<file path="src/verilog/flash_lock_cfg.svh">
`ifndef FLASH_LOCK_CFG_SVH
`define FLASH_LOCK_CFG_SVH

// field positions inside one lock register
`define WR_LOCK_BIT      0
`define FREEZE_BIT       1
`define RD_LOCK_BIT      2

// power-up value and the answer of an empty slot
`define LOCK_RESET_VAL   8'h01
`define UNUSED_READ_VAL  8'h00
`define LOCK_REG_NUM     8

// window claimed by the lock registers: ffbx_x002
`define LOCK_WIN_TOP     12'hffb
`define LOCK_WIN_LOW     15'h0002

// 4 mbit density, one register per 64 kbyte block
`define LOCK_4M_BLOCK0         32'hffb80002
`define LOCK_4M_BLOCK1         32'hffb90002
`define LOCK_4M_BLOCK2         32'hffba0002
`define LOCK_4M_BLOCK3         32'hffbb0002
`define LOCK_4M_BLOCK4         32'hffbc0002
`define LOCK_4M_BLOCK5         32'hffbd0002
`define LOCK_4M_BLOCK6         32'hffbe0002
`define LOCK_4M_BOOT_BLOCK     32'hffbf0002

// 2 mbit density, registers over groups of 16 kbyte blocks
`define LOCK_2M_BLOCKS_1_0     32'hffbc0002
`define LOCK_2M_BLOCKS_3_2     32'hffbc8002
`define LOCK_2M_BLOCKS_5_4     32'hffbd0002
`define LOCK_2M_BLOCKS_7_6     32'hffbd8002
`define LOCK_2M_BLOCKS_9_8     32'hffbe0002
`define LOCK_2M_BLOCKS_11_10   32'hffbe8002
`define LOCK_2M_BLOCKS_14_12   32'hffbf0002
`define LOCK_2M_BOOT_BLOCK     32'hffbf8002

// array address fields selecting a block
`define BLK16K_MSB       17
`define BLK16K_LSB       14
`define BLK64K_MSB       18
`define BLK64K_LSB       16
`define BOOT16K_BLOCK    4'hf
`define TRIPLE16K_FIRST  4'hc

`endif

</file>
<file path="src/verilog/flash_lock_pkg.sv">
package flash_lock_pkg;
`include "flash_lock_cfg.svh"

    // operation asked for by the array core
    typedef enum logic [1:0] {
        OP_READ    = 2'h0,
        OP_PROGRAM = 2'h1,
        OP_ERASE   = 2'h2
    } arrayOp_t;

    // one lock register, bits 2..0
    typedef struct packed {
        logic rdLock;
        logic freeze;
        logic wrLock;
    } lockBits_t;

    typedef lockBits_t [`LOCK_REG_NUM-1:0] lockBank_t;

    // decoded host memory cycle
    typedef struct packed {
        logic        valid;
        logic        write;
        logic [31:0] addr;
        logic [7:0]  wdata;
    } memCmd_t;

    typedef struct packed {
        logic       valid;
        logic       claimed;
        logic [7:0] rdata;
    } memRsp_t;

    typedef struct packed {
        logic        valid;
        arrayOp_t    op;
        logic [18:0] arrayAddr;
    } chkReq_t;

    typedef struct packed {
        logic valid;
        logic allow;
    } chkRsp_t;

    typedef struct packed {
        logic       hit;
        logic       mapped;
        logic [2:0] idx;
    } regSel_t;

    // register address to slot; hit covers empty slots of the window too
    function automatic regSel_t decodeRegAddr(input logic [31:0] a, input logic is4m);
        regSel_t s;
        s        = '0;
        s.hit    = (a[31:20] == `LOCK_WIN_TOP) && (a[14:0] == `LOCK_WIN_LOW);
        s.mapped = 1'b1;
        if (is4m) begin
            case (a)
                `LOCK_4M_BLOCK0:     s.idx = 3'h0;
                `LOCK_4M_BLOCK1:     s.idx = 3'h1;
                `LOCK_4M_BLOCK2:     s.idx = 3'h2;
                `LOCK_4M_BLOCK3:     s.idx = 3'h3;
                `LOCK_4M_BLOCK4:     s.idx = 3'h4;
                `LOCK_4M_BLOCK5:     s.idx = 3'h5;
                `LOCK_4M_BLOCK6:     s.idx = 3'h6;
                `LOCK_4M_BOOT_BLOCK: s.idx = 3'h7;
                default:             s.mapped = 1'b0;
            endcase
        end else begin
            case (a)
                `LOCK_2M_BLOCKS_1_0:   s.idx = 3'h0;
                `LOCK_2M_BLOCKS_3_2:   s.idx = 3'h1;
                `LOCK_2M_BLOCKS_5_4:   s.idx = 3'h2;
                `LOCK_2M_BLOCKS_7_6:   s.idx = 3'h3;
                `LOCK_2M_BLOCKS_9_8:   s.idx = 3'h4;
                `LOCK_2M_BLOCKS_11_10: s.idx = 3'h5;
                `LOCK_2M_BLOCKS_14_12: s.idx = 3'h6;
                `LOCK_2M_BOOT_BLOCK:   s.idx = 3'h7;
                default:               s.mapped = 1'b0;
            endcase
        end
        return s;
    endfunction

    // array address to the slot guarding it
    function automatic logic [2:0] blockToIndex(input logic [18:0] a, input logic is4m);
        logic [3:0] b;
        b = a[`BLK16K_MSB:`BLK16K_LSB];
        if (is4m) begin
            return a[`BLK64K_MSB:`BLK64K_LSB];
        end else if (b == `BOOT16K_BLOCK) begin
            return 3'h7;
        end else if (b >= `TRIPLE16K_FIRST) begin
            return 3'h6;
        end
        return b[3:1];
    endfunction

endpackage

</file>
<file path="src/verilog/lock_addr_decode.sv">
`timescale 1ns/1ns
module lock_addr_decode #(
    parameter bit IS_4MBIT = 1'b1                // density strap
) (
    input  wire logic [31:0]            regAddr,   // host memory address
    input  wire logic [18:0]            arrayAddr, // array address to check
    output flash_lock_pkg::regSel_t     regSel,    // register slot decode
    output logic [2:0]                  chkIdx     // slot guarding arrayAddr
);
    import flash_lock_pkg::*;

    // both decodes are pure functions of the address
    always_comb begin
        regSel = decodeRegAddr(regAddr, IS_4MBIT);
        chkIdx = blockToIndex(arrayAddr, IS_4MBIT);
    end
endmodule

</file>
<file path="src/verilog/lock_reg_bank.sv">
`timescale 1ns/1ns
`include "flash_lock_cfg.svh"
module lock_reg_bank (
    input  wire logic                 mclk,    // clock
    input  wire logic                 rst,     // power-on reset
    input  wire logic                 hwReset, // reset or init pin held
    input  wire logic                 wrEn,    // accepted write
    input  wire logic [2:0]           wrIdx,   // slot written
    input  wire logic [7:0]           wrData,  // written byte
    output flash_lock_pkg::lockBank_t lockQ    // stored lock bits
);
    import flash_lock_pkg::*;

    localparam logic [7:0] RST_BYTE = `LOCK_RESET_VAL;

    lockBank_t nxt_lockQ;

    genvar gi;
    generate
        for (gi = 0; gi < `LOCK_REG_NUM; gi++) begin : g_slot
            // reserved bits are never stored, so they always read back zero
            always_comb begin
                nxt_lockQ[gi] = lockQ[gi];
                if (hwReset) begin
                    nxt_lockQ[gi] = lockBits_t'(RST_BYTE[2:0]);
                end else if (wrEn && (wrIdx == 3'(gi))) begin
                    if (!lockQ[gi].freeze) begin
                        nxt_lockQ[gi].wrLock = wrData[`WR_LOCK_BIT];
                        nxt_lockQ[gi].rdLock = wrData[`RD_LOCK_BIT];
                    end
                    nxt_lockQ[gi].freeze = lockQ[gi].freeze | wrData[`FREEZE_BIT];
                end
            end

            always_ff @(posedge mclk or posedge rst) begin
                if (rst) begin
                    lockQ[gi] <= lockBits_t'(RST_BYTE[2:0]);
                end else begin
                    lockQ[gi] <= nxt_lockQ[gi];
                end
            end
        end
    endgenerate
endmodule

</file>
<file path="src/verilog/flash_block_lock_regs.sv">
`timescale 1ns/1ns
`include "flash_lock_cfg.svh"
// Summary of operation
// - write-lock bit set refuses program and erase in the guarded block.
// - read-lock bit set blocks reads of the guarded block.
// - with freeze set, writes cannot change write-lock or read-lock bits.
// - freeze can be set by a write, never cleared by one.
// - reset pin, init pin or power-on reset clear the freeze.
// - every lock register powers up holding 01h.
// - value 02h leaves block open and freezes that open state.
// - value 07h locks reads and writes, frozen; bits 7..3 zero.
// - 2 mbit map, eight registers ffbc0002h to ffbf8002h, step 8000h.
// - 4 mbit map, eight registers ffb80002h to ffbf0002h, step 10000h.
// - each register is eight bits, host readable and writable.
// - an unused lock register location reads 00h.
module flash_block_lock_regs #(
    parameter bit IS_4MBIT = 1'b1                    // density strap, 1 = 4 mbit
) (
    input  wire logic                  mclk,         // host bus clock
    input  wire logic                  rst,          // power-on reset
    input  wire logic                  resetPinN,    // hardware reset pin
    input  wire logic                  initPinN,     // processor init pin
    input  flash_lock_pkg::memCmd_t    memCmd,       // host memory cycle
    output logic                       cmdReady,     // cycle may be taken
    output flash_lock_pkg::memRsp_t    memRsp,       // answer to host cycle
    input  flash_lock_pkg::chkReq_t    chkReq,       // array access query
    output flash_lock_pkg::chkRsp_t    chkRsp,       // access verdict
    output flash_lock_pkg::lockBank_t  lockState     // all lock bits
);
    import flash_lock_pkg::*;

    localparam logic [7:0]  RST_BYTE    = `LOCK_RESET_VAL;
    localparam logic [7:0]  EMPTY_BYTE  = `UNUSED_READ_VAL;
    localparam lockBank_t   DEFAULT_ALL = {`LOCK_REG_NUM{RST_BYTE[2:0]}};
    localparam logic [31:0] MAP_BASE    = IS_4MBIT ? `LOCK_4M_BLOCK0 : `LOCK_2M_BLOCKS_1_0;
    localparam logic [31:0] MAP_STEP    = IS_4MBIT ? (`LOCK_4M_BLOCK1 - `LOCK_4M_BLOCK0)
                                                   : (`LOCK_2M_BLOCKS_3_2 - `LOCK_2M_BLOCKS_1_0);

    // bus side sequencing
    typedef enum logic [2:0] {
        ST_RESET  = 3'b001,
        ST_IDLE   = 3'b010,
        ST_ANSWER = 3'b100
    } busState_t;

    busState_t  state_ff;
    busState_t  nxt_state;
    logic       cmdReady_ff;
    logic       nxt_cmdReady;
    memRsp_t    memRsp_ff;
    memRsp_t    nxt_memRsp;
    chkRsp_t    chkRsp_ff;
    chkRsp_t    nxt_chkRsp;
    regSel_t    sel;
    logic [2:0] chkIdx;
    logic       hwReset;
    logic       take;
    logic       wrEn;
    lockBank_t  lockQ;

    // either pin low acts as a hardware reset of the lock bank
    assign hwReset = !resetPinN || !initPinN;

    lock_addr_decode #(
        .IS_4MBIT (IS_4MBIT)
    ) u_decode (
        .regAddr   (memCmd.addr),
        .arrayAddr (chkReq.arrayAddr),
        .regSel    (sel),
        .chkIdx    (chkIdx)
    );

    // a cycle is taken only while idle and outside hardware reset
    assign take = (state_ff == ST_IDLE) && cmdReady_ff && memCmd.valid && !hwReset;
    // host writes reach mapped slots only
    assign wrEn = take && memCmd.write && sel.mapped;

    // freeze handling lives in the bank
    lock_reg_bank u_bank (
        .mclk    (mclk),
        .rst     (rst),
        .hwReset (hwReset),
        .wrEn    (wrEn),
        .wrIdx   (sel.idx),
        .wrData  (memCmd.wdata),
        .lockQ   (lockQ)
    );

    // state walk: one answer cycle per taken command
    always_comb begin
        nxt_state = state_ff;
        case (state_ff)
            ST_RESET: begin
                if (!hwReset) begin
                    nxt_state = ST_IDLE;
                end
            end
            ST_IDLE: begin
                if (hwReset) begin
                    nxt_state = ST_RESET;
                end else if (take) begin
                    nxt_state = ST_ANSWER;
                end
            end
            ST_ANSWER: begin
                nxt_state = hwReset ? ST_RESET : ST_IDLE;
            end
            default: begin
                nxt_state = ST_RESET;
            end
        endcase
        nxt_cmdReady = (nxt_state == ST_IDLE);
    end

    // answer to the host; writes read back zero, frozen writes still complete
    // frozen write answers
    always_comb begin
        nxt_memRsp         = '0;
        nxt_memRsp.valid   = take;
        nxt_memRsp.claimed = take && sel.hit;
        if (take && !memCmd.write && sel.hit) begin
            if (sel.mapped) begin
                nxt_memRsp.rdata = {5'h00, lockQ[sel.idx]};
            end else begin
                nxt_memRsp.rdata = EMPTY_BYTE;
            end
        end
    end

    // access verdict for the array core; unknown operations are refused
    always_comb begin
        nxt_chkRsp       = '0;
        nxt_chkRsp.valid = chkReq.valid;
        case (chkReq.op)
            OP_READ:    nxt_chkRsp.allow = chkReq.valid && !lockQ[chkIdx].rdLock;
            OP_PROGRAM: nxt_chkRsp.allow = chkReq.valid && !lockQ[chkIdx].wrLock;
            OP_ERASE:   nxt_chkRsp.allow = chkReq.valid && !lockQ[chkIdx].wrLock;
            default:    nxt_chkRsp.allow = 1'b0;
        endcase
    end

    // registers of the bus side and the verdict
    always_ff @(posedge mclk or posedge rst) begin
        if (rst) begin
            state_ff    <= ST_RESET;
            cmdReady_ff <= 1'b0;
            memRsp_ff   <= '0;
            chkRsp_ff   <= '0;
        end else begin
            state_ff    <= nxt_state;
            cmdReady_ff <= nxt_cmdReady;
            memRsp_ff   <= nxt_memRsp;
            chkRsp_ff   <= nxt_chkRsp;
        end
    end

    assign cmdReady  = cmdReady_ff;
    assign memRsp    = memRsp_ff;
    assign chkRsp    = chkRsp_ff;
    assign lockState = lockQ;

    // helper: freeze bits as a vector and a first-cycle marker
    logic [`LOCK_REG_NUM-1:0] freezeVec;
    logic                     firstCycle_ff;

    always_comb begin
        for (int i = 0; i < `LOCK_REG_NUM; i++) begin
            freezeVec[i] = lockQ[i].freeze;
        end
    end

    always_ff @(posedge mclk or posedge rst) begin
        if (rst) begin
            firstCycle_ff <= 1'b1;
        end else begin
            firstCycle_ff <= 1'b0;
        end
    end

    AST_WR_LOCK_DENIES: assert property (@(posedge mclk) disable iff (rst)
        (chkReq.valid && chkReq.op != OP_READ && lockQ[chkIdx].wrLock)
        |=> (chkRsp.valid && !chkRsp.allow))
        else $error("program or erase allowed in a write-locked block");

    AST_WR_OPEN_ALLOWS: assert property (@(posedge mclk) disable iff (rst)
        (chkReq.valid && (chkReq.op == OP_PROGRAM || chkReq.op == OP_ERASE)
         && !lockQ[chkIdx].wrLock)
        |=> chkRsp.allow)
        else $error("program or erase refused in an unlocked block");

    AST_RD_LOCK: assert property (@(posedge mclk) disable iff (rst)
        (chkReq.valid && chkReq.op == OP_READ)
        |=> (chkRsp.valid && chkRsp.allow == !$past(lockQ[chkIdx].rdLock)))
        else $error("read verdict does not follow the read-lock bit");

    AST_FROZEN_HOLDS: assert property (@(posedge mclk) disable iff (rst)
        (wrEn && lockQ[sel.idx].freeze)
        |=> (lockQ[$past(sel.idx)] == $past(lockQ[sel.idx])))
        else $error("lock bits changed in a frozen register");

    AST_FREEZE_STICKY: assert property (@(posedge mclk) disable iff (rst)
        (|($past(freezeVec) & ~freezeVec)) |-> $past(hwReset))
        else $error("freeze bit cleared without a hardware reset");

    AST_HW_RESET_CLEARS: assert property (@(posedge mclk) disable iff (rst)
        hwReset |=> (lockQ == DEFAULT_ALL && freezeVec == '0))
        else $error("reset or init pin did not restore the lock bank");

    AST_POWER_UP_VALUE: assert property (@(posedge mclk) disable iff (rst)
        firstCycle_ff |-> (lockQ == DEFAULT_ALL))
        else $error("lock registers not 01h after power-on reset");

    AST_LOCKED_OPEN: assert property (@(posedge mclk) disable iff (rst)
        (wrEn && memCmd.wdata == 8'h02 && !lockQ[sel.idx].freeze)
        |=> (lockQ[$past(sel.idx)] == lockBits_t'(3'h2)))
        else $error("02h did not lock the block open");

    AST_FULL_LOCKDOWN: assert property (@(posedge mclk) disable iff (rst)
        (wrEn && memCmd.wdata == 8'h07 && !lockQ[sel.idx].freeze)
        |=> (lockQ[$past(sel.idx)] == lockBits_t'(3'h7)) ##1
            (lockQ[$past(sel.idx, 2)].freeze || $past(hwReset)))
        else $error("07h did not lock and freeze the block");

    AST_MAP_ADDRESS: assert property (@(posedge mclk) disable iff (rst)
        sel.mapped |-> (memCmd.addr == MAP_BASE + 32'(MAP_STEP * {29'h0, sel.idx})))
        else $error("slot decoded at a wrong address");

    AST_READ_BACK: assert property (@(posedge mclk) disable iff (rst)
        (take && !memCmd.write && sel.mapped)
        |=> (memRsp.valid && memRsp.claimed
             && memRsp.rdata == {5'h00, $past(lockQ[sel.idx])}))
        else $error("register read returned wrong data");

    AST_UNUSED_ZERO: assert property (@(posedge mclk) disable iff (rst)
        (take && !memCmd.write && sel.hit && !sel.mapped)
        |=> (memRsp.valid && memRsp.claimed && memRsp.rdata == 8'h00))
        else $error("unused location did not read 00h");

    AST_FROZEN_WRITE_DONE: assert property (@(posedge mclk) disable iff (rst)
        (wrEn && lockQ[sel.idx].freeze && !hwReset)
        |=> (memRsp.valid && memRsp.claimed && !cmdReady) ##1 (cmdReady || $past(hwReset)))
        else $error("write to frozen register did not complete");

endmodule

</file>
<file path="config.mk">
export PLATFORM = sky130hd
export DESIGN_NAME = flash_block_lock_regs
export DESIGN_NICKNAME = d
export VERILOG_FILES = /design/src/verilog/flash_lock_pkg.sv /design/src/verilog/lock_addr_decode.sv /design/src/verilog/lock_reg_bank.sv /design/src/verilog/flash_block_lock_regs.sv
export VERILOG_INCLUDE_DIRS = /design/src /design/src/verilog
export SDC_FILE = /design/constraint.sdc
export NUM_CORES = 1
export LEC_CHECK = 0
export ABC_AREA = 1
export BUFFER_PORTS_ARGS = -buffer_cell sky130_fd_sc_hd__buf_2
export CAP_MARGIN = 5
export CORE_MARGIN = 1.5
export CORE_UTILIZATION = 51
export DETAILED_ROUTE_END_ITERATION = 10
export HOLD_SLACK_MARGIN = 0.1
export PLACE_DENSITY = 0.86
export SLEW_MARGIN = 20
export SYNTH_ARGS = -nofsm -noshare
export SYNTH_HDL_FRONTEND = slang
export SYNTH_SLANG_ARGS = --single-unit
</file>
<file path="constraint.sdc">
create_clock -name mclk -period 2.6 [get_ports mclk]
set_input_delay 0.52 -clock mclk [delete_from_list [all_inputs] [get_ports mclk]]
set_output_delay 0.52 -clock mclk [all_outputs]
set_load 0.02 [all_outputs]
</file>
# Yosys cells after proc, flatten, opt, wreduce, memory -nomap -nowiden
# Index checks and enable logic that the tools add are counted.
# totals
in_bits,68
out_inout_bits,37
word_cells,164
register_bits,40
# classes
n_eq_ne,31
reduce_logical,46
bitwise,8
n_mux,46
order_cmp,2
# ops
operator,n
32-bit == test (second input constant),8
3-bit 2-to-1 mux,23
3-bit case mux with 7 select lines,1
1-bit logical AND,19
3-bit binary-select mux with 3-bit select,2
1-bit 2-to-1 mux,17
2-bit != test (second input constant),8
2-bit AND reduction,8
2-bit nonzero test,8
15-bit by 2-bit == test with 1-bit output (second input constant),1
3-bit == test (second input constant),5
12-bit == test (second input constant),1
3-bit by 2-bit == test with 1-bit output (second input constant),4
3-bit case mux with 3 select lines,1
3-bit by 4-bit < comparator with 1-bit output (second input constant),2
1-bit bitwise OR,8
8-bit OR reduction,1
3-bit by 1-bit == test with 1-bit output (second input constant),2
1-bit zero test,6
3-bit zero test,1
2-bit by 1-bit == test with 1-bit output (second input constant),1
2-bit == test (second input constant),1
2-bit zero test,1
2-bit 2-to-1 mux,1
other kinds (3),3

# Depth between registers and ports, before layout
# depth
word_depth,9
mapped_depth,15
ltp_nobuf,15

# Modules after synthesis
# A second synthesis with hierarchy kept.
# hier_totals
cells_unflattened,374
area_unflattened_um2,2493.6
# modules_own_cells
mod,n_inst,cells_per_inst,area_per_inst_um2,seq_area_each_um2
lock_reg_bank,1,149,1204.9,610.6
flash_block_lock_regs,1,137,893.4,276.5
lock_addr_decode,1,88,395.4,0.0

# Least setup slack after synthesis
# OpenSTA, ideal clock, no wires.
# synth_timing
kind,in2reg
from,in memCmd[30] in the netlist's numbering
to,reg u_bank.lockQ[11] (netlist name)
required_ps,2524
stages,11
path_buffers,0
t_arrival_ps,1687
setup_ps,76
slack_ps,836
path_cell_list,inv_1 > nand2_2 > nor2_8 > nand3_4 > nor2_8 > nand2_2 > nor3_4 > nand3_2 > nand2_2 > nand2_1 > o21ai_1
# synth_via
elab_chain_len,7
word_cells_on_any_way,16
classes_between,eq/ne (9); mux (2); reduce/logical (5)
# synth_lines
item,line_no,text
"start, declared",flash_block_lock_regs.sv:23,"input flash_lock_pkg::memCmd_t memCmd,"
branches (longest 4 deep; another with 32-bit == test),--,
1-bit logical AND (*),lock_reg_bank.sv:26,end else if (wrEn && (wrIdx == 3'(gi))) begin
2-bit nonzero test (no line) (*),--,
2-bit AND reduction (no line) (*),--,
# Mark *: on every way between the ends.
# A chain may end at the register's enable or synchronous reset.

==> results.txt <==
* Result of the run: completed
- In this run the remaining antenna-violating nets after routing total 0.
- By startpoint and endpoint, the worst setup path is classified as reg -> reg.
- Share of Yosys cell area claimed by the top area cell type: 0.278
* Area of the placeable core: 4380 sq um
* Summed negative setup slack over all endpoints: 0 ns
- By area the synthesized netlist is led by sky130_fd_sc_hd__dfrtp_1 (28%), sky130_fd_sc_hd__nand2_1 (13%), sky130_fd_sc_hd__dfstp_2 (10%).
- The tool flagged a number of max-cap violations equal to 0.
- Yosys Warn Count: 0
- Final hold analysis gives a worst-case slack of 0.316 ns.
* Highest Clock Rate: 0.541 GHz
* Number of global-route vias before repair: 2,344
- The die is 70.7 um wide.
* Number of antenna violations at the first check in global routing: 0
- Counting distinct cell types in the post-synthesis netlist gives 35.
- Across the routed clock network, the largest skew measured is 0.00888 ns.
- Most common library cell in the layout ignoring fill and taps: sky130_fd_sc_hd__nand2_1
- First-pass GRT wire length: 10.4 mm
* Number of I/O port buffers: 78
- Die Height: 70.7 um
* H-tree depth: 2
* Maximum buffer depth of the clock tree: 2
- Number of buffers inserted by hold repair at cts: 0
* Buffer count from post-CTS setup fixing: 0
- Finished Core Util: 0.654
- The cell area that synthesis handed to floorplanning was 2340 sq um.
- Register area share after synthesis: 0.380
* TritonCTS clock tree: built
- Gate Count Post-Synth: 319
- Headroom to the max-slew limit came out at 0.652.
* Global-route total usage across every layer: 0.256
- At the end of routability-driven placement, the weighted congestion stood at 0.900.
- Area grow syn2layout: 22.7%
- Largest fanout of any net on the critical path: 8
- Clock tree synthesis inserted a total of 5 buffers.
- Remaining Overflow, GRT: 0
* Number of design-rule violations left by the first detailed-router iteration: 166
- Across all layers, the routed design uses 2,324 vias.
- CTS placed an instance of sky130_fd_sc_hd__clkbuf_8 at the clock tree root.
- Clk pin slew, worst setup/hold paths: 0.08 ns
- Share of the clock period used by the worst path: 0.711
* Cell depth of the worst flop-to-flop path: 11
- In this run the critical register-to-register path is launched from state_ff[2]$_DFF_PP0_.
- Tmin final: 1.85 ns
* Cells resized by post-CTS repair: 0
- Post-Route WL: 5.77 mm
- Setup violations remaining at the end of the flow were counted as 0.
- During I/O placement, the number of pins put on the boundary was 105.
- The path class of the tightest hold or removal check is in -> async.
- Final net count: 470
- Setup repair after global routing left no endpoint under its margin.
- Fillers: 370
* Worst reg2reg endpoint: u_bank.lockQ[9]$_DFFE_PP1P_
* Overall die area: 5000 sq um
- Worst-case vdd ir drop: 0.399 mV
- Leaving out fill and tap cells, the most frequent cells in the layout are sky130_fd_sc_hd__nand2_1 (83), sky130_fd_sc_hd__buf_2 (78), sky130_fd_sc_hd__inv_1 (37), sky130_fd_sc_hd__nor2_1 (28), sky130_fd_sc_hd__dfrtp_1 (26).
- Counting flops and latches in the post-synthesis netlist gives 35.
* Kind of start point of the critical path: register
- In this run the core area contains 24 standard-cell rows.
* Largest net degree at the start of global routing: 36
- For this design the static power due to leakage is 1.50 nW.
- The number of antenna diodes in the final layout is 0.
- Routed via count divided by cell count: 5.12
- P per Cell Area: 450 nW/um^2
- For the worst-skew pair, the clock arrives at the later sink with an insertion delay of 0.29 ns.
* Starting density of the core: 0.533
- The worst setup path is captured at a register.
- For the worst setup path, the data required time is 2.82 ns.
- For the pin with the worst max-slew slack, the measured transition is 0.517 ns.
- The final number of max-transition violations was 0.
- Clock tree sinks: 35
- HPWL Detailed: 4.59 mm
- Before antenna repair, the detailed router went through 4 iterations.
- Fin. Hold Viols: 0
- Cell type contributing the most total cell area after synthesis: sky130_fd_sc_hd__dfrtp_1
- In the final layout, the share of cells above drive strength 1 is 0.358.
- Mean instance size in the synthesized netlist: 7.33 sq um
- Number of remaining DRC errors: 0
- Setup slack on the worst reg-to-reg path comes out at 0.75 ns.
- CP arrival: 2.07 ns
- Routed length per placed instance: 12.7 um
[sequential cells by signal, summed over array words and instances (netlist names)]
name / flops
chkRsp: 2
memRsp: 5
cmdReady: 1
state_ff: 3
u_bank.lockQ: 24
[Yosys cell counts (all sizes together)]
cell	number
a211oi	1
a21boi	1
a21oi	16
a311oi	1
buf	7
clkbuf	2
conb	1
dfrtp	26
dfstp	9
ha	1
inv	41
nand2	101
nand3	34
nand3b	2
nor2	41
nor3	2
nor4	2
o211ai	3
o21ai	27
or2	1
[metrics by stage]
stage | area, sq um | worst slack [ns] | instances | total power [W]
floorplan | 2350 | 0.836 | 323 | 0.000733
global placement | 2760 | 0.527 | 446 | 0.000805
finish | 2870 | 0.750 | 454 | 0.00129
global route | 2870 | 0.530 | 454 | 0.00134
detailed placement | 2760 | 0.489 | 446 | 0.000812
CTS | 2870 | 0.736 | 454 | 0.00129
[worst max-delay path by stage]
| stage | startpoint | slack, ns | to |
|---|---|---|---|
| after floorplan | memCmd[30] | 0.84 | u_bank.lockQ[11]$_DFFE_PP0P_ |
| after global placement | memCmd[30] | 0.53 | u_bank.lockQ[11]$_DFFE_PP0P_ |
| after detailed placement | memCmd[19] | 0.49 | u_bank.lockQ[9]$_DFFE_PP1P_ |
| after CTS | state_ff[2]$_DFF_PP0_ | 0.74 | u_bank.lockQ[9]$_DFFE_PP1P_ |
| after global routing | state_ff[2]$_DFF_PP0_ | 0.53 | u_bank.lockQ[9]$_DFFE_PP1P_ |
| final | state_ff[2]$_DFF_PP0_ | 0.75 | u_bank.lockQ[9]$_DFFE_PP1P_ |
[final cells by class]
type | instances | area, sq um | share of cell area
Clock buffer | 7 | 76.3 | 0.0266
Clock inverter | 1 | 30.0 | 0.0105
Inverter | 41 | 154 | 0.0537
Multi-Input combinational cell | 238 | 1250 | 0.436
Sequential cell | 35 | 887 | 0.309
Tap cell | 52 | 65.1 | 0.0227
Timing Repair Buffer | 80 | 405 | 0.141
[kinds of logic (layout without fill, tap and decap cells)]
| kind of cell | count (synthesis) | count (layout) | share of synthesized area |
|---|---|---|---|
| AOI/OAI and AO/OA | 49 | 49 | 0.123 |
| adders and majority gates | 1 | 1 | 0.00535 |
| buffers and inverters | 50 | 129 | 0.0921 |
| DFF | 35 | 35 | 0.380 |
| other | 1 | 5 | 0.00160 |
| and+or+nand+nor | 183 | 183 | 0.398 |
[power breakdown]
group	total, W	switching [W]	internal, W	leakage, nW
registers	0.000587	0.0000127	0.000574	0.450
clock network	0.000487	0.000200	0.000287	0.0524
logic	0.000216	0.000139	0.0000771	1.00
[metal layers]
metal | share of wire | vias up | global-route usage
met3 | 0.062 | 12 | 0.0484
met2 | 0.51 | 79 | 0.436
met1 | 0.41 | 1063 | 0.317
met5 | 0 | - | 0
met4 | 0.020 | 0 | 0.113
li1 | - | 1170 | -
[worst max-delay path, stage by stage (launching register included)]
cell                      delay [ns]
sky130_fd_sc_hd__dfrtp_1        0.40
sky130_fd_sc_hd__nor2_2         0.10
sky130_fd_sc_hd__nand2_1        0.09
sky130_fd_sc_hd__nor2_2         0.10
sky130_fd_sc_hd__nand3_2        0.08
sky130_fd_sc_hd__inv_2          0.11
sky130_fd_sc_hd__nand2_2        0.10
sky130_fd_sc_hd__nor3_4         0.40
sky130_fd_sc_hd__nand3_2        0.15
sky130_fd_sc_hd__nand2_2        0.12
sky130_fd_sc_hd__nand2_1        0.05
sky130_fd_sc_hd__o21ai_1        0.08
Power figures use the tool's default switching activity.
